File: src/rtl/lsfs_params.svh
`ifndef LSFS_PARAMS_SVH
`define LSFS_PARAMS_SVH

// Register byte offsets and control reset value
`define LSFS_CTRL_OFF        8'h00
`define LSFS_STAT_OFF        8'h04
`define LSFS_RXW_OFF         8'h08
`define LSFS_TXW_OFF         8'h0C
`define LSFS_CTRL_RST        1'b1

// Status field positions
`define LSFS_ST_VALID        0
`define LSFS_ST_PWR          1
`define LSFS_ST_IDLE         2
`define LSFS_ST_LOOP         3
`define LSFS_ST_AUX1         4
`define LSFS_ST_AUX2         5
`define LSFS_ST_TONE         6
`define LSFS_ST_RUN          7

// Timing
`define LSFS_HCLK_KHZ        125000
`define LSFS_OSC_KHZ         4096
`define LSFS_IDLE_US         250
`define LSFS_FREE_US         125
`define LSFS_US_TICKS(us)    (((us) * `LSFS_OSC_KHZ) / 1000)
`define LSFS_CCLK_DIV        32
`define LSFS_CCLK_PERIODS    16
`define LSFS_WIN_PERIODS     8
`define LSFS_BIT_KHZ         256
`define LSFS_MOD_DLY_BITS    4
`define LSFS_MOD_DLY_TICKS   ((`LSFS_OSC_KHZ / `LSFS_BIT_KHZ) * `LSFS_MOD_DLY_BITS)
`define LSFS_TONE_HZ         500
`define LSFS_TONE_HALF_TICKS ((`LSFS_OSC_KHZ * 1000) / (2 * `LSFS_TONE_HZ))

// Tone codes, positive and negative half
`define LSFS_MU_HI           8'h9E
`define LSFS_MU_LO           8'h1E
`define LSFS_A_HI            8'hB4
`define LSFS_A_LO            8'h34

`endif

File: src/rtl/lsfs_pkg.sv
package lsfs_pkg;

	typedef enum logic [2:0] {
		LSFS_IDLE = 3'b001,
		LSFS_RUN  = 3'b010,
		LSFS_HOLD = 3'b100
	} lsfs_frame_t;

	typedef struct packed {
		logic [16:0] acc;
		logic        osc_tick;
		logic [10:0] idle_cnt;
		logic        idle;
		logic [9:0]  free_cnt;
		logic        free_tick;
	} lsfs_tmr_t;

	typedef struct packed {
		logic [6:0]  sy1;
		logic [6:0]  sy2;
		lsfs_frame_t st;
		logic [9:0]  phase;
		logic        win;
		logic        cclk;
		logic        vout;
		logic [7:0]  txw;
		logic [7:0]  rxw;
		logic [7:0]  demw;
		logic [7:0]  mvoice;
		logic [1:0]  maux;
		logic        mstart;
		logic        pend;
		logic [1:0]  auxo;
		logic        valid;
		logic        pd_o;
		logic        free_par;
		logic [12:0] tone_cnt;
		logic        tone_ph;
		logic        enable;
		logic        wr;
		logic [7:0]  waddr;
		logic [31:0] hrdata;
	} lsfs_seq_t;

endpackage : lsfs_pkg

File: src/rtl/lsfs_tick_if.sv
`timescale 1ns/100ps
interface lsfs_tick_if;
	logic osc_tick;
	logic idle;
	logic free_tick;
	logic demod_seen;
	modport src (output osc_tick, output idle, output free_tick, input demod_seen);
	modport snk (input osc_tick, input idle, input free_tick, output demod_seen);
endinterface : lsfs_tick_if

File: src/rtl/lsfs_osc_timer.sv
`timescale 1ns/100ps
`include "lsfs_params.svh"
module lsfs_osc_timer
	import lsfs_pkg::*;
#(
	parameter int HCLK_KHZ = `LSFS_HCLK_KHZ,
	parameter int OSC_KHZ  = `LSFS_OSC_KHZ
) (
	input  wire logic  hclk,
	input  wire logic  hresetn,
	lsfs_tick_if.src   tk
);
	localparam logic [17:0] HCLK_W = 18'(HCLK_KHZ);
	localparam logic [17:0] OSC_W  = 18'(OSC_KHZ);
	localparam logic [10:0] IDLE_T = 11'(`LSFS_US_TICKS(`LSFS_IDLE_US));
	localparam logic [9:0]  FREE_T = 10'(`LSFS_US_TICKS(`LSFS_FREE_US));

	lsfs_tmr_t q;
	lsfs_tmr_t d;
	logic [17:0] sum;

	always_comb begin
		d = q;
		d.osc_tick = 1'b0;
		d.free_tick = 1'b0;
		// Fractional divider: 4.096 MHz tick from the bus clock
		sum = {1'b0, q.acc} + OSC_W;
		if (sum >= HCLK_W) begin
			sum = sum - HCLK_W;
			d.osc_tick = 1'b1;
		end
		d.acc = sum[16:0];
		if (tk.demod_seen) begin
			d.idle_cnt = 11'h000;
			d.idle = 1'b0;
			d.free_cnt = 10'h000;
		end else if (q.osc_tick) begin
			if (!q.idle) begin
				if (q.idle_cnt == IDLE_T - 11'h001) begin
					d.idle = 1'b1; // RL9
				end else begin
					d.idle_cnt = q.idle_cnt + 11'h001;
				end
			end else if (q.free_cnt == FREE_T - 10'h001) begin
				d.free_cnt = 10'h000;
				d.free_tick = 1'b1; // RL17
			end else begin
				d.free_cnt = q.free_cnt + 10'h001;
			end
		end
	end

	always_ff @(posedge hclk or negedge hresetn) begin
		if (!hresetn) begin
			q <= '{acc: 17'h00000, osc_tick: 1'b0, idle_cnt: 11'h000, idle: 1'b1,
			       free_cnt: 10'h000, free_tick: 1'b0};
		end else begin
			q <= d;
		end
	end

	assign tk.osc_tick  = q.osc_tick;
	assign tk.idle      = q.idle;
	assign tk.free_tick = q.free_tick;
endmodule : lsfs_osc_timer

File: src/rtl/lsfs_frame_seq.sv
// Notes on behaviour
// (RL1) Transmit window high eight codec periods
// (RL2) Voice bits out on rising edges, else float
// (RL3) Aux outputs and valid flag at window rise
// (RL4) Receive window is inverse of transmit window
// (RL5) Codec word sampled on eight falling edges
// (RL6) Codec clock 128 kHz, sixteen periods per frame
// (RL7) Divide oscillator by 32, stretch last low
// (RL8) Valid only with good sync, no errors
// (RL9) Valid low after 250 us without bursts
// (RL10) Aux inputs latched at window or tick
// (RL11) Controller keeps aux inputs stable until valid
// (RL12) Loopback returns demodulated word when powered
// (RL13) Codec clock held low during loopback
// (RL14) Power-down stops transmitting, rest keeps running
// (RL15) Powered up: answer each master burst
// (RL16) Return burst starts four bit periods later
// (RL17) Free 125 us tick, burst every second
// (RL18) Weak power line drive high/low by activity
// (RL19) Tone request replaces voice with square wave
// (RL20) Tone request makes frames without bursts
// (RL21) Law select: one mu-law, zero A-law
// (RL22) Tone codes from companding tables
// (RL23) Demodulator gives strobe, word, bits, status
//
// Register access over AHB-Lite and the address map were decided locally.
`timescale 1ns/100ps
`include "lsfs_params.svh"
module lsfs_frame_seq
	import lsfs_pkg::*;
#(
	parameter int HCLK_KHZ = `LSFS_HCLK_KHZ
) (
	input  wire logic        hclk,
	input  wire logic        hresetn,
	input  wire logic        hsel,
	input  wire logic [31:0] haddr,
	input  wire logic [1:0]  htrans,
	input  wire logic        hwrite,
	input  wire logic [2:0]  hsize,
	input  wire logic [31:0] hwdata,
	input  wire logic        hready,
	output logic             hreadyout,
	output logic             hresp,
	output logic [31:0]      hrdata,
	input  wire logic        demod_done,
	input  wire logic [7:0]  demod_voice,
	input  wire logic [1:0]  demod_aux,
	input  wire logic        demod_ok,
	output logic             mod_start,
	output logic [7:0]       mod_voice,
	output logic [1:0]       mod_aux,
	output logic             transmit_window,
	output logic             receive_window,
	output logic             codec_clk,
	output logic             voice_out,
	output logic             voice_out_oe,
	input  wire logic        voice_in,
	input  wire logic        aux_bit_in_1,
	input  wire logic        aux_bit_in_2,
	output logic             aux_bit_out_1,
	output logic             aux_bit_out_2,
	output logic             valid_frame_flag,
	input  wire logic        loop_test_n,
	input  wire logic        tone_request,
	input  wire logic        tone_law_select,
	input  wire logic        power_down_line_i,
	output logic             power_down_line_o,
	output logic             power_down_line_oe
);
	localparam logic [9:0]  WIN_PH   = 10'(`LSFS_CCLK_DIV * `LSFS_WIN_PERIODS);
	localparam logic [9:0]  FRAME_PH = 10'(`LSFS_CCLK_DIV * `LSFS_CCLK_PERIODS);
	localparam logic [9:0]  MOD_PH   = 10'(`LSFS_MOD_DLY_TICKS);
	localparam logic [4:0]  FALL_PH  = 5'(`LSFS_CCLK_DIV / 2);
	localparam logic [12:0] TONE_T   = 13'(`LSFS_TONE_HALF_TICKS);

	// Synchroniser bit positions
	localparam int S_VIN  = 0;
	localparam int S_AUX1 = 1;
	localparam int S_AUX2 = 2;
	localparam int S_LOOP = 3;
	localparam int S_TONE = 4;
	localparam int S_LAW  = 5;
	localparam int S_PWR  = 6;

	lsfs_seq_t   q;
	lsfs_seq_t   d;
	logic        pwr;
	logic        loop;
	logic        tone;
	logic        start_dem;
	logic        start_tone;
	logic [7:0]  tcode;
	logic [7:0]  word;
	logic [31:0] rd;

	lsfs_tick_if tk ();

	lsfs_osc_timer #(
		.HCLK_KHZ (HCLK_KHZ),
		.OSC_KHZ  (`LSFS_OSC_KHZ)
	) u_tmr (
		.hclk    (hclk),
		.hresetn (hresetn),
		.tk      (tk)
	);

	// RL23
	assign tk.demod_seen = demod_done;

	always_comb begin
		d = q;
		d.sy1 = {power_down_line_i, tone_law_select, tone_request, loop_test_n,
		         aux_bit_in_2, aux_bit_in_1, voice_in};
		d.sy2 = q.sy1;
		d.mstart = 1'b0;
		pwr = q.sy2[S_PWR];
		loop = ~q.sy2[S_LOOP] & pwr; // RL12
		tone = q.sy2[S_TONE];

		// Square wave phase, flips every half period of the tone
		if (!tone) begin
			d.tone_cnt = 13'h0000;
			d.tone_ph = 1'b0;
		end else if (tk.osc_tick) begin
			if (q.tone_cnt == TONE_T - 13'h0001) begin
				d.tone_cnt = 13'h0000;
				d.tone_ph = ~q.tone_ph;
			end else begin
				d.tone_cnt = q.tone_cnt + 13'h0001;
			end
		end
		if (q.sy2[S_LAW]) begin
			tcode = q.tone_ph ? `LSFS_MU_HI : `LSFS_MU_LO; // RL21 RL22
		end else begin
			tcode = q.tone_ph ? `LSFS_A_HI : `LSFS_A_LO; // RL21 RL22
		end
		word = tone ? tcode : demod_voice; // RL19

		start_dem = demod_done & q.enable;
		start_tone = tk.free_tick & tone & ~start_dem; // RL20

		// Running frame, one phase step per oscillator tick
		if (q.st == LSFS_RUN && tk.osc_tick) begin
			d.phase = q.phase + 10'h001;
			if (d.phase[4:0] == 5'h00 && d.phase < WIN_PH) begin
				d.vout = q.txw[6]; // RL2
				d.txw = {q.txw[6:0], 1'b0};
			end
			if (d.phase == WIN_PH) begin
				d.win = 1'b0; // RL1
			end
			if (d.phase[4:0] == FALL_PH && d.phase > WIN_PH && !loop) begin
				d.rxw = {q.rxw[6:0], q.sy2[S_VIN]}; // RL5
			end
			if (d.phase == MOD_PH && q.pend) begin
				d.mstart = 1'b1; // RL16
				d.pend = 1'b0;
			end
			if (d.phase == FRAME_PH) begin
				d.st = LSFS_HOLD; // RL7
			end
		end

		if (start_dem || start_tone) begin
			d.st = LSFS_RUN; // RL6
			d.phase = 10'h000;
			d.win = 1'b1; // RL1
			d.txw = word;
			d.vout = word[7]; // RL2
		end

		if (start_dem) begin
			d.auxo = demod_aux; // RL3
			d.valid = demod_ok; // RL3 RL8
			d.demw = demod_voice;
			d.maux = {q.sy2[S_AUX2], q.sy2[S_AUX1]}; // RL10
			d.mvoice = loop ? demod_voice : q.rxw; // RL12
			d.pend = pwr; // RL14 RL15
			d.pd_o = 1'b1; // RL18
			d.free_par = 1'b0;
		end else begin
			if (tk.idle) begin
				d.valid = 1'b0; // RL9
				d.pd_o = 1'b0; // RL18
			end
			if (tk.free_tick) begin
				d.free_par = ~q.free_par;
				if (pwr && q.free_par) begin
					d.mstart = 1'b1; // RL17
					d.mvoice = q.rxw;
					d.maux = {q.sy2[S_AUX2], q.sy2[S_AUX1]}; // RL10
				end
			end
		end

		// Clock high in the first half of each period, low in loopback
		d.cclk = (d.st == LSFS_RUN) & ~d.phase[4] & ~loop; // RL6 RL7 RL13

		// Bus data phase: write control
		if (q.wr && q.waddr == `LSFS_CTRL_OFF) begin
			d.enable = hwdata[0];
		end

		rd = 32'h0000_0000;
		case (haddr[7:0])
			`LSFS_CTRL_OFF: begin
				rd[0] = (q.wr && q.waddr == `LSFS_CTRL_OFF) ? hwdata[0] : q.enable;
			end
			`LSFS_STAT_OFF: begin
				rd[`LSFS_ST_VALID] = q.valid;
				rd[`LSFS_ST_PWR] = pwr;
				rd[`LSFS_ST_IDLE] = tk.idle;
				rd[`LSFS_ST_LOOP] = loop;
				rd[`LSFS_ST_AUX1] = q.auxo[0];
				rd[`LSFS_ST_AUX2] = q.auxo[1];
				rd[`LSFS_ST_TONE] = tone;
				rd[`LSFS_ST_RUN] = (q.st == LSFS_RUN);
			end
			`LSFS_RXW_OFF: begin
				rd[7:0] = q.demw;
			end
			`LSFS_TXW_OFF: begin
				rd[7:0] = q.rxw;
			end
			default: begin
				rd = 32'h0000_0000;
			end
		endcase

		// Bus address phase
		d.wr = 1'b0;
		if (hsel && hready && htrans[1]) begin
			d.wr = hwrite;
			d.waddr = haddr[7:0];
			d.hrdata = hwrite ? 32'h0000_0000 : rd;
		end
	end

	always_ff @(posedge hclk or negedge hresetn) begin
		if (!hresetn) begin
			q <= '{
				sy1:      7'h00,
				sy2:      7'h00,
				st:       LSFS_IDLE,
				phase:    10'h000,
				win:      1'b0,
				cclk:     1'b0,
				vout:     1'b0,
				txw:      8'h00,
				rxw:      8'h00,
				demw:     8'h00,
				mvoice:   8'h00,
				maux:     2'h0,
				mstart:   1'b0,
				pend:     1'b0,
				auxo:     2'h0,
				valid:    1'b0,
				pd_o:     1'b0,
				free_par: 1'b0,
				tone_cnt: 13'h0000,
				tone_ph:  1'b0,
				enable:   `LSFS_CTRL_RST,
				wr:       1'b0,
				waddr:    8'h00,
				hrdata:   32'h0000_0000
			};
		end else begin
			q <= d;
		end
	end

	assign hreadyout          = 1'b1;
	assign hresp              = 1'b0;
	assign hrdata             = q.hrdata;
	assign mod_start          = q.mstart;
	assign mod_voice          = q.mvoice;
	assign mod_aux            = q.maux;
	assign transmit_window    = q.win;
	assign receive_window     = ~q.win; // RL4
	assign codec_clk          = q.cclk;
	assign voice_out          = q.vout;
	assign voice_out_oe       = q.win; // RL2
	assign aux_bit_out_1      = q.auxo[0];
	assign aux_bit_out_2      = q.auxo[1];
	assign valid_frame_flag   = q.valid;
	assign power_down_line_o  = q.pd_o;
	assign power_down_line_oe = 1'b1; // RL18
endmodule : lsfs_frame_seq

File: config.mk
export PLATFORM = sky130hd
export DESIGN_NAME = lsfs_frame_seq
export DESIGN_NICKNAME = d
export VERILOG_FILES = /design/src/rtl/lsfs_pkg.sv /design/src/rtl/lsfs_tick_if.sv /design/src/rtl/lsfs_osc_timer.sv /design/src/rtl/lsfs_frame_seq.sv
export VERILOG_INCLUDE_DIRS = /design/src /design/src/rtl
export SDC_FILE = /design/constraint.sdc
export NUM_CORES = 1
export LEC_CHECK = 0
export ABC_AREA = 1
export BUFFER_PORTS_ARGS = -buffer_cell sky130_fd_sc_hd__buf_2
export CAP_MARGIN = 10
export CORE_MARGIN = 10
export CORE_UTILIZATION = 61
export CTS_BUF_LIST = sky130_fd_sc_hd__clkbuf_8
export DETAILED_ROUTE_END_ITERATION = 8
export PLACE_DENSITY = 0.95
export SETUP_SLACK_MARGIN = 0.05
export SYNTH_ARGS = -nofsm -noshare
export SYNTH_HDL_FRONTEND = slang
export SYNTH_SLANG_ARGS = --single-unit
export TNS_END_PERCENT = 1
File: constraint.sdc
create_clock -name hclk -period 3.1 [get_ports hclk]
set_input_delay 0 -clock hclk [delete_from_list [all_inputs] [get_ports hclk]]
set_output_delay 0 -clock hclk [all_outputs]
set_load 0.005 [all_outputs]
# After elaboration in Yosys (flattened, before gate mapping)
# Cells that the tools add are included.
# classes
addsub	6
n_lt_le_gt_ge	3
n_eq_ne	16
mux	43
bitwise_logic	13
n_reduce_logical	32
# op_table
operator	count
$mux W14	4
$mux W8	7
$mux W11	4
$mux W41	1
$mux W17	2
$mux W23	1
$mux W22	1
$pmux W7 S3	1
$add A10 B1 Y10 const B	2
$eq A10 B9 Y1 const B	2
$mux W10	2
$reduce_bool A2 Y1	10
$add A17 B13 Y18 const B	1
$ge A18 B17 Y1 const B	1
$mux W9	2
$sub A17 B17 Y17 const B	1
$eq A8 B4 Y1 const B	2
$logic_not A8 Y1	2
$reduce_and A2 Y1	7
$add A13 B1 Y13 const B	1
$eq A13 B12 Y1 const B	1
$mux W13	1
$mux W12	1
$add A11 B1 Y11 const B	1
other kinds (21)	55
# totals
regBits	167
input_bits	93
elab_cells	144

# Depth between registers and ports, before layout
# depth
ltp_word	8
depth_mapped	13
mapped_depth_nobuf	12

# Cells and area by module
# A second synthesis with hierarchy kept.
# unflattened
hier_cells	900
hier_area_um2	7359.6
# modules_own_cells
mod	n_inst	cells_each	area_per_inst_um2
lsfs_frame_seq	1	590	5098.6
lsfs_osc_timer	1	310	2260.9

# Least setup slack after synthesis
# Ideal clock, no wire load.
# synth_timing
path_kind	flip-flop to flip-flop
startpoint	reg u_tmr.q[36] (netlist bit)
endpoint	reg u_tmr.q[30] (netlist bit)
arrival_time_ns	1.608
setup_slack_ns	1.375
path_stages_with_launch	11
n_path_buf	1
period_less_slack_ns	1.725
path_cell_list	dfrtp_1 > ha_1 > xor2_2 > nand2_1 > nor2_2 > nand4_1 > nand2_2 > nand2_4 > buf_4 > nand3_1 > nand2_1
# synth_via
elab_chain_cells	3
# synth_rtl
item	line_no	source
start: declaration	lsfs_osc_timer.sv:18	lsfs_tmr_t q;
start signal: assignment	lsfs_osc_timer.sv:55	q <= '{acc: 17'h00000, osc_tick: 1'b0, idle_cnt: 11'h000, idle: 1'b1,
$add A17 B13 Y18	lsfs_osc_timer.sv:27	sum = {1'b0, q.acc} + OSC_W;
$ge A18 B17 Y1	lsfs_osc_timer.sv:28	if (sum >= HCLK_W) begin
$mux W17	lsfs_osc_timer.sv:28	
# No other way between the ends.
# A chain may end at the register's enable or synchronous reset.

==> impl_metrics.ini <==
[sta]
timing.final.crit_share_pct = 66.8
setup_tns_ns = 0
slew_viol_final = 0
grt_setup_unrepaired = false
worstMarginPinSlew_ns = 0.938
skew_ns = 0.0134
fin_crit_ns = 2.07
fin_ws_ns = 1.03
max_freq_ghz = 0.483
setup_viol = 0
slew_headroom_pct = 37.5
hold_viol = 0

[global_routing]
grt_pass1_vias = 5953
antenna_found_initial = 0
grt_max_degree = 110
overflow = 0
grt.total_usage_pct = 21.1
grt_pass1_wl_mm = 28.7

[hold_path]
worst_hold_path_type = in2reg

[drt]
viasPerCell = 5.50
first_pass_iters = 7
wl_mm = 17.3
drt_iter0_drc = 615
routedWlPerCell_um = 15.8
drc = 0
num_vias = 6000
ant_nets = 0

[synth]
synth-seq-area-share_pct = 48.6
synth_warnings = 0
async_flop_share_pct = 100
synth_compound_area_share_pct = 10.5
synth_cell_types = 54
muxShareOfSynthArea_pct = 0
syn_area_mm2 = 0.00722
postSynthCellCount = 858
synth_ff_type = dfrtp_1
synth_edf_count = 0
ys_seq_elements = 140
synth_top_family_by_area = simple AND/OR/NAND/NOR gates
post_synth.cell_area_avg_um2 = 8.41
synthAdderAreaFrac_pct = 1.56
yosys.area_share.simple_pct = 25.1
synthXorXnorAreaFrac_pct = 2.77

[layout]
fillers = 819
area_growth_pct = 11.7
diodes = 0
finalNetCount = 1037
drive_gt1_share_pct = 15.6
final_util_pct = 70.0

[placed_design]
portBuffers = 61
dp_slack_ns = 1.15
dpl.hpwl_mm = 11.5
place.gp.congestion = 0.903

[floorplanning]
die_height_um = 129
start_util_pct = 62.7
die_x_um = 129
io_pins = 148
core-area_mm2 = 0.0115
rows = 39
die_area_mm2 = 0.0166

[clock_tree]
ctsResizeCount = 0
clock-root-buffer = clkbuf_8
cts.sinks = 140
clkTransAtPathRegs_ns = 0.08
clock_latency_ns = 0.46
htree_levels = 4
cts_buffers = 17
cts_max_path_buffers = 2
cts_tree = done

[worst_setup_path]
critPathTopFamily = simple AND/OR/NAND/NOR gates
rr_worst_depth = 10
critical_path_depth = 10
rr_startpoint = u_tmr.q[36]
slowest_delay_ns = 0.46
worstPathArrival_ns = 2.46
cpMaxStageDelayCell = dfrtp_1
required_ns = 3.49
worstPathMaxFanout = 14
path_cells = ha_1 > xor2_2 > nand2_1 > nor2_2 > nand4_1 > nand2_2 > nand2_4 > nand2_4 > nand2_1 > nand2_1
r2r-end = u_tmr.q[39]
ff2ff_setup_slack_ns = 1.03
critPathBufInv = 0
endpoint_kind = register
cpMostUsedCell = nand2_1
critPathLaunch = u_tmr.q[36]
endpoint = u_tmr.q[39]
critPathLaunchType = register
path_class = reg2reg

[pwr]
irDropWorstVdd_mv = 0.274
power_mw = 3.79
p_leak_nw = 4.00
cellPowerDensity_mw_per_mm2 = 470

[run_status]
status = finished clean

[job]
drv_cap = 0
[cell type report]
type	count	area, um^2	share of cell area (%)
clock inverter	11	76.3	0.946
tap	143	179	2.22
multi-input combinational	579	2990	37.0
timing repair buffer	96	649	8.05
sequential	140	3510	43.5
clock buffer	21	289	3.58
inverter	101	379	4.70
[sequential cells by signal (all words and copies together) (netlist names), 2 cells and up]
register,cells
q,68
u_tmr.q,35
hrdata,8
mod_voice,8
d,7
mod_aux,2
[how the worst min path moves through the flow]
stage               cells after the start            end  slack, ns    startpoint
finish                                  4          q[40]       0.05        hready
global route                            4          q[40]       0.06        hready
CTS                                     5      hrdata[5]       0.04        hready
detailed placement                      1         d[115]       0.11  aux_bit_in_2
global placement                        1         d[113]       0.11      voice_in
floorplan                               0  aux_bit_out_1      -0.30       hresetn
[what timing repair did]
item                                   CTS  global route
setup buffers                            0             0
hold buffers                            30             0
endpoints found under the hold margin  153             0
[synth_stat cells, types with 2 or more instances]
| master | n | area [um^2] |
|---|---|---|
| o41ai_1 | 2 | 17.5 |
| o21ai_0 | 51 | 255 |
| inv_2 | 6 | 22.5 |
| a22o_1 | 3 | 26.3 |
| nand3_1 | 59 | 295 |
| conb_1 | 2 | 7.51 |
| nand4_1 | 18 | 113 |
| nor4_1 | 2 | 12.5 |
| or2_2 | 2 | 12.5 |
| dfrtp_1 | 137 | 3430 |
| ha_1 | 9 | 113 |
| o21a_1 | 2 | 15.0 |
| nor2_1 | 54 | 203 |
| dfstp_2 | 3 | 78.8 |
| and3_1 | 2 | 12.5 |
| o221ai_1 | 12 | 105 |
| a21oi_2 | 3 | 26.3 |
| o21ai_2 | 9 | 78.8 |
| nand2_4 | 2 | 22.5 |
| buf_6 | 3 | 33.8 |
| o22ai_1 | 8 | 50.1 |
| inv_1 | 94 | 353 |
| buf_2 | 4 | 20.0 |
| nand2_2 | 12 | 75.1 |
| buf_4 | 47 | 353 |
| nor2_4 | 3 | 33.8 |
| nand2_1 | 226 | 848 |
| nor3_1 | 10 | 50.1 |
| clkbuf_1 | 9 | 33.8 |
| xor2_1 | 19 | 166 |
| a21oi_1 | 16 | 80.1 |
| xnor2_1 | 2 | 17.5 |
| a31oi_1 | 2 | 12.5 |
| nor2_2 | 5 | 31.3 |
[through the flow]
stage	cell area (um^2)	hold WS, ns	std cells
final	8070	0.0496	1091
after global routing	8070	0.0624	1091
after CTS	8070	0.0449	1091
after detailed placement	7400	0.110	1029
after global placement	7400	0.108	1029
after floorplan	7310	-0.296	883
[logic make-up (layout without fill, tap and decap cells)]
family,after synthesis,in the layout
AOI/OAI and AO/OA,117,117
xor gates and xnor gates,22,22
adders and majority gates,9,9
buffers and inverters,164,229
DFF,140,140
other,2,27
and+or+nand+nor,404,404
[worst reg2reg max path, stage by stage (launching register included)]
cell,delay [ns]
dfrtp_1,0.46
ha_1,0.29
xor2_2,0.31
nand2_1,0.13
nor2_2,0.12
nand4_1,0.11
nand2_2,0.11
nand2_4,0.12
nand2_4,0.18
nand2_1,0.10
nand2_1,0.08
[power breakdown]
part	switching, mW	internal (mW)
logic	0.265	0.139
registers	0.0657	1.94
clock network	0.680	0.700
[routing by layer]
| layer | vias to the layer above | part of all wire [%] | global-route usage (%) |
|---|---|---|---|
| met4 | 0 | 1.9 | 5.89 |
| met1 | 2854 | 40 | 25.4 |
| li1 | 2873 | - | - |
| met5 | - | 0 | 0 |
| met3 | 38 | 7.2 | 5.63 |
| met2 | 235 | 51 | 36.7 |
[cell usage in the layout (no fill, tap or decap), drive strengths merged, types with 21 or more instances in the layout]
master	n
nand3	60
inv	103
o21ai	61
nand2	240
conb	27
dfrtp	137
nor2	62
clkbuf	21
buf	66
dlygate4sd3	30
Note: power is estimated with default switching activity, not from simulation.
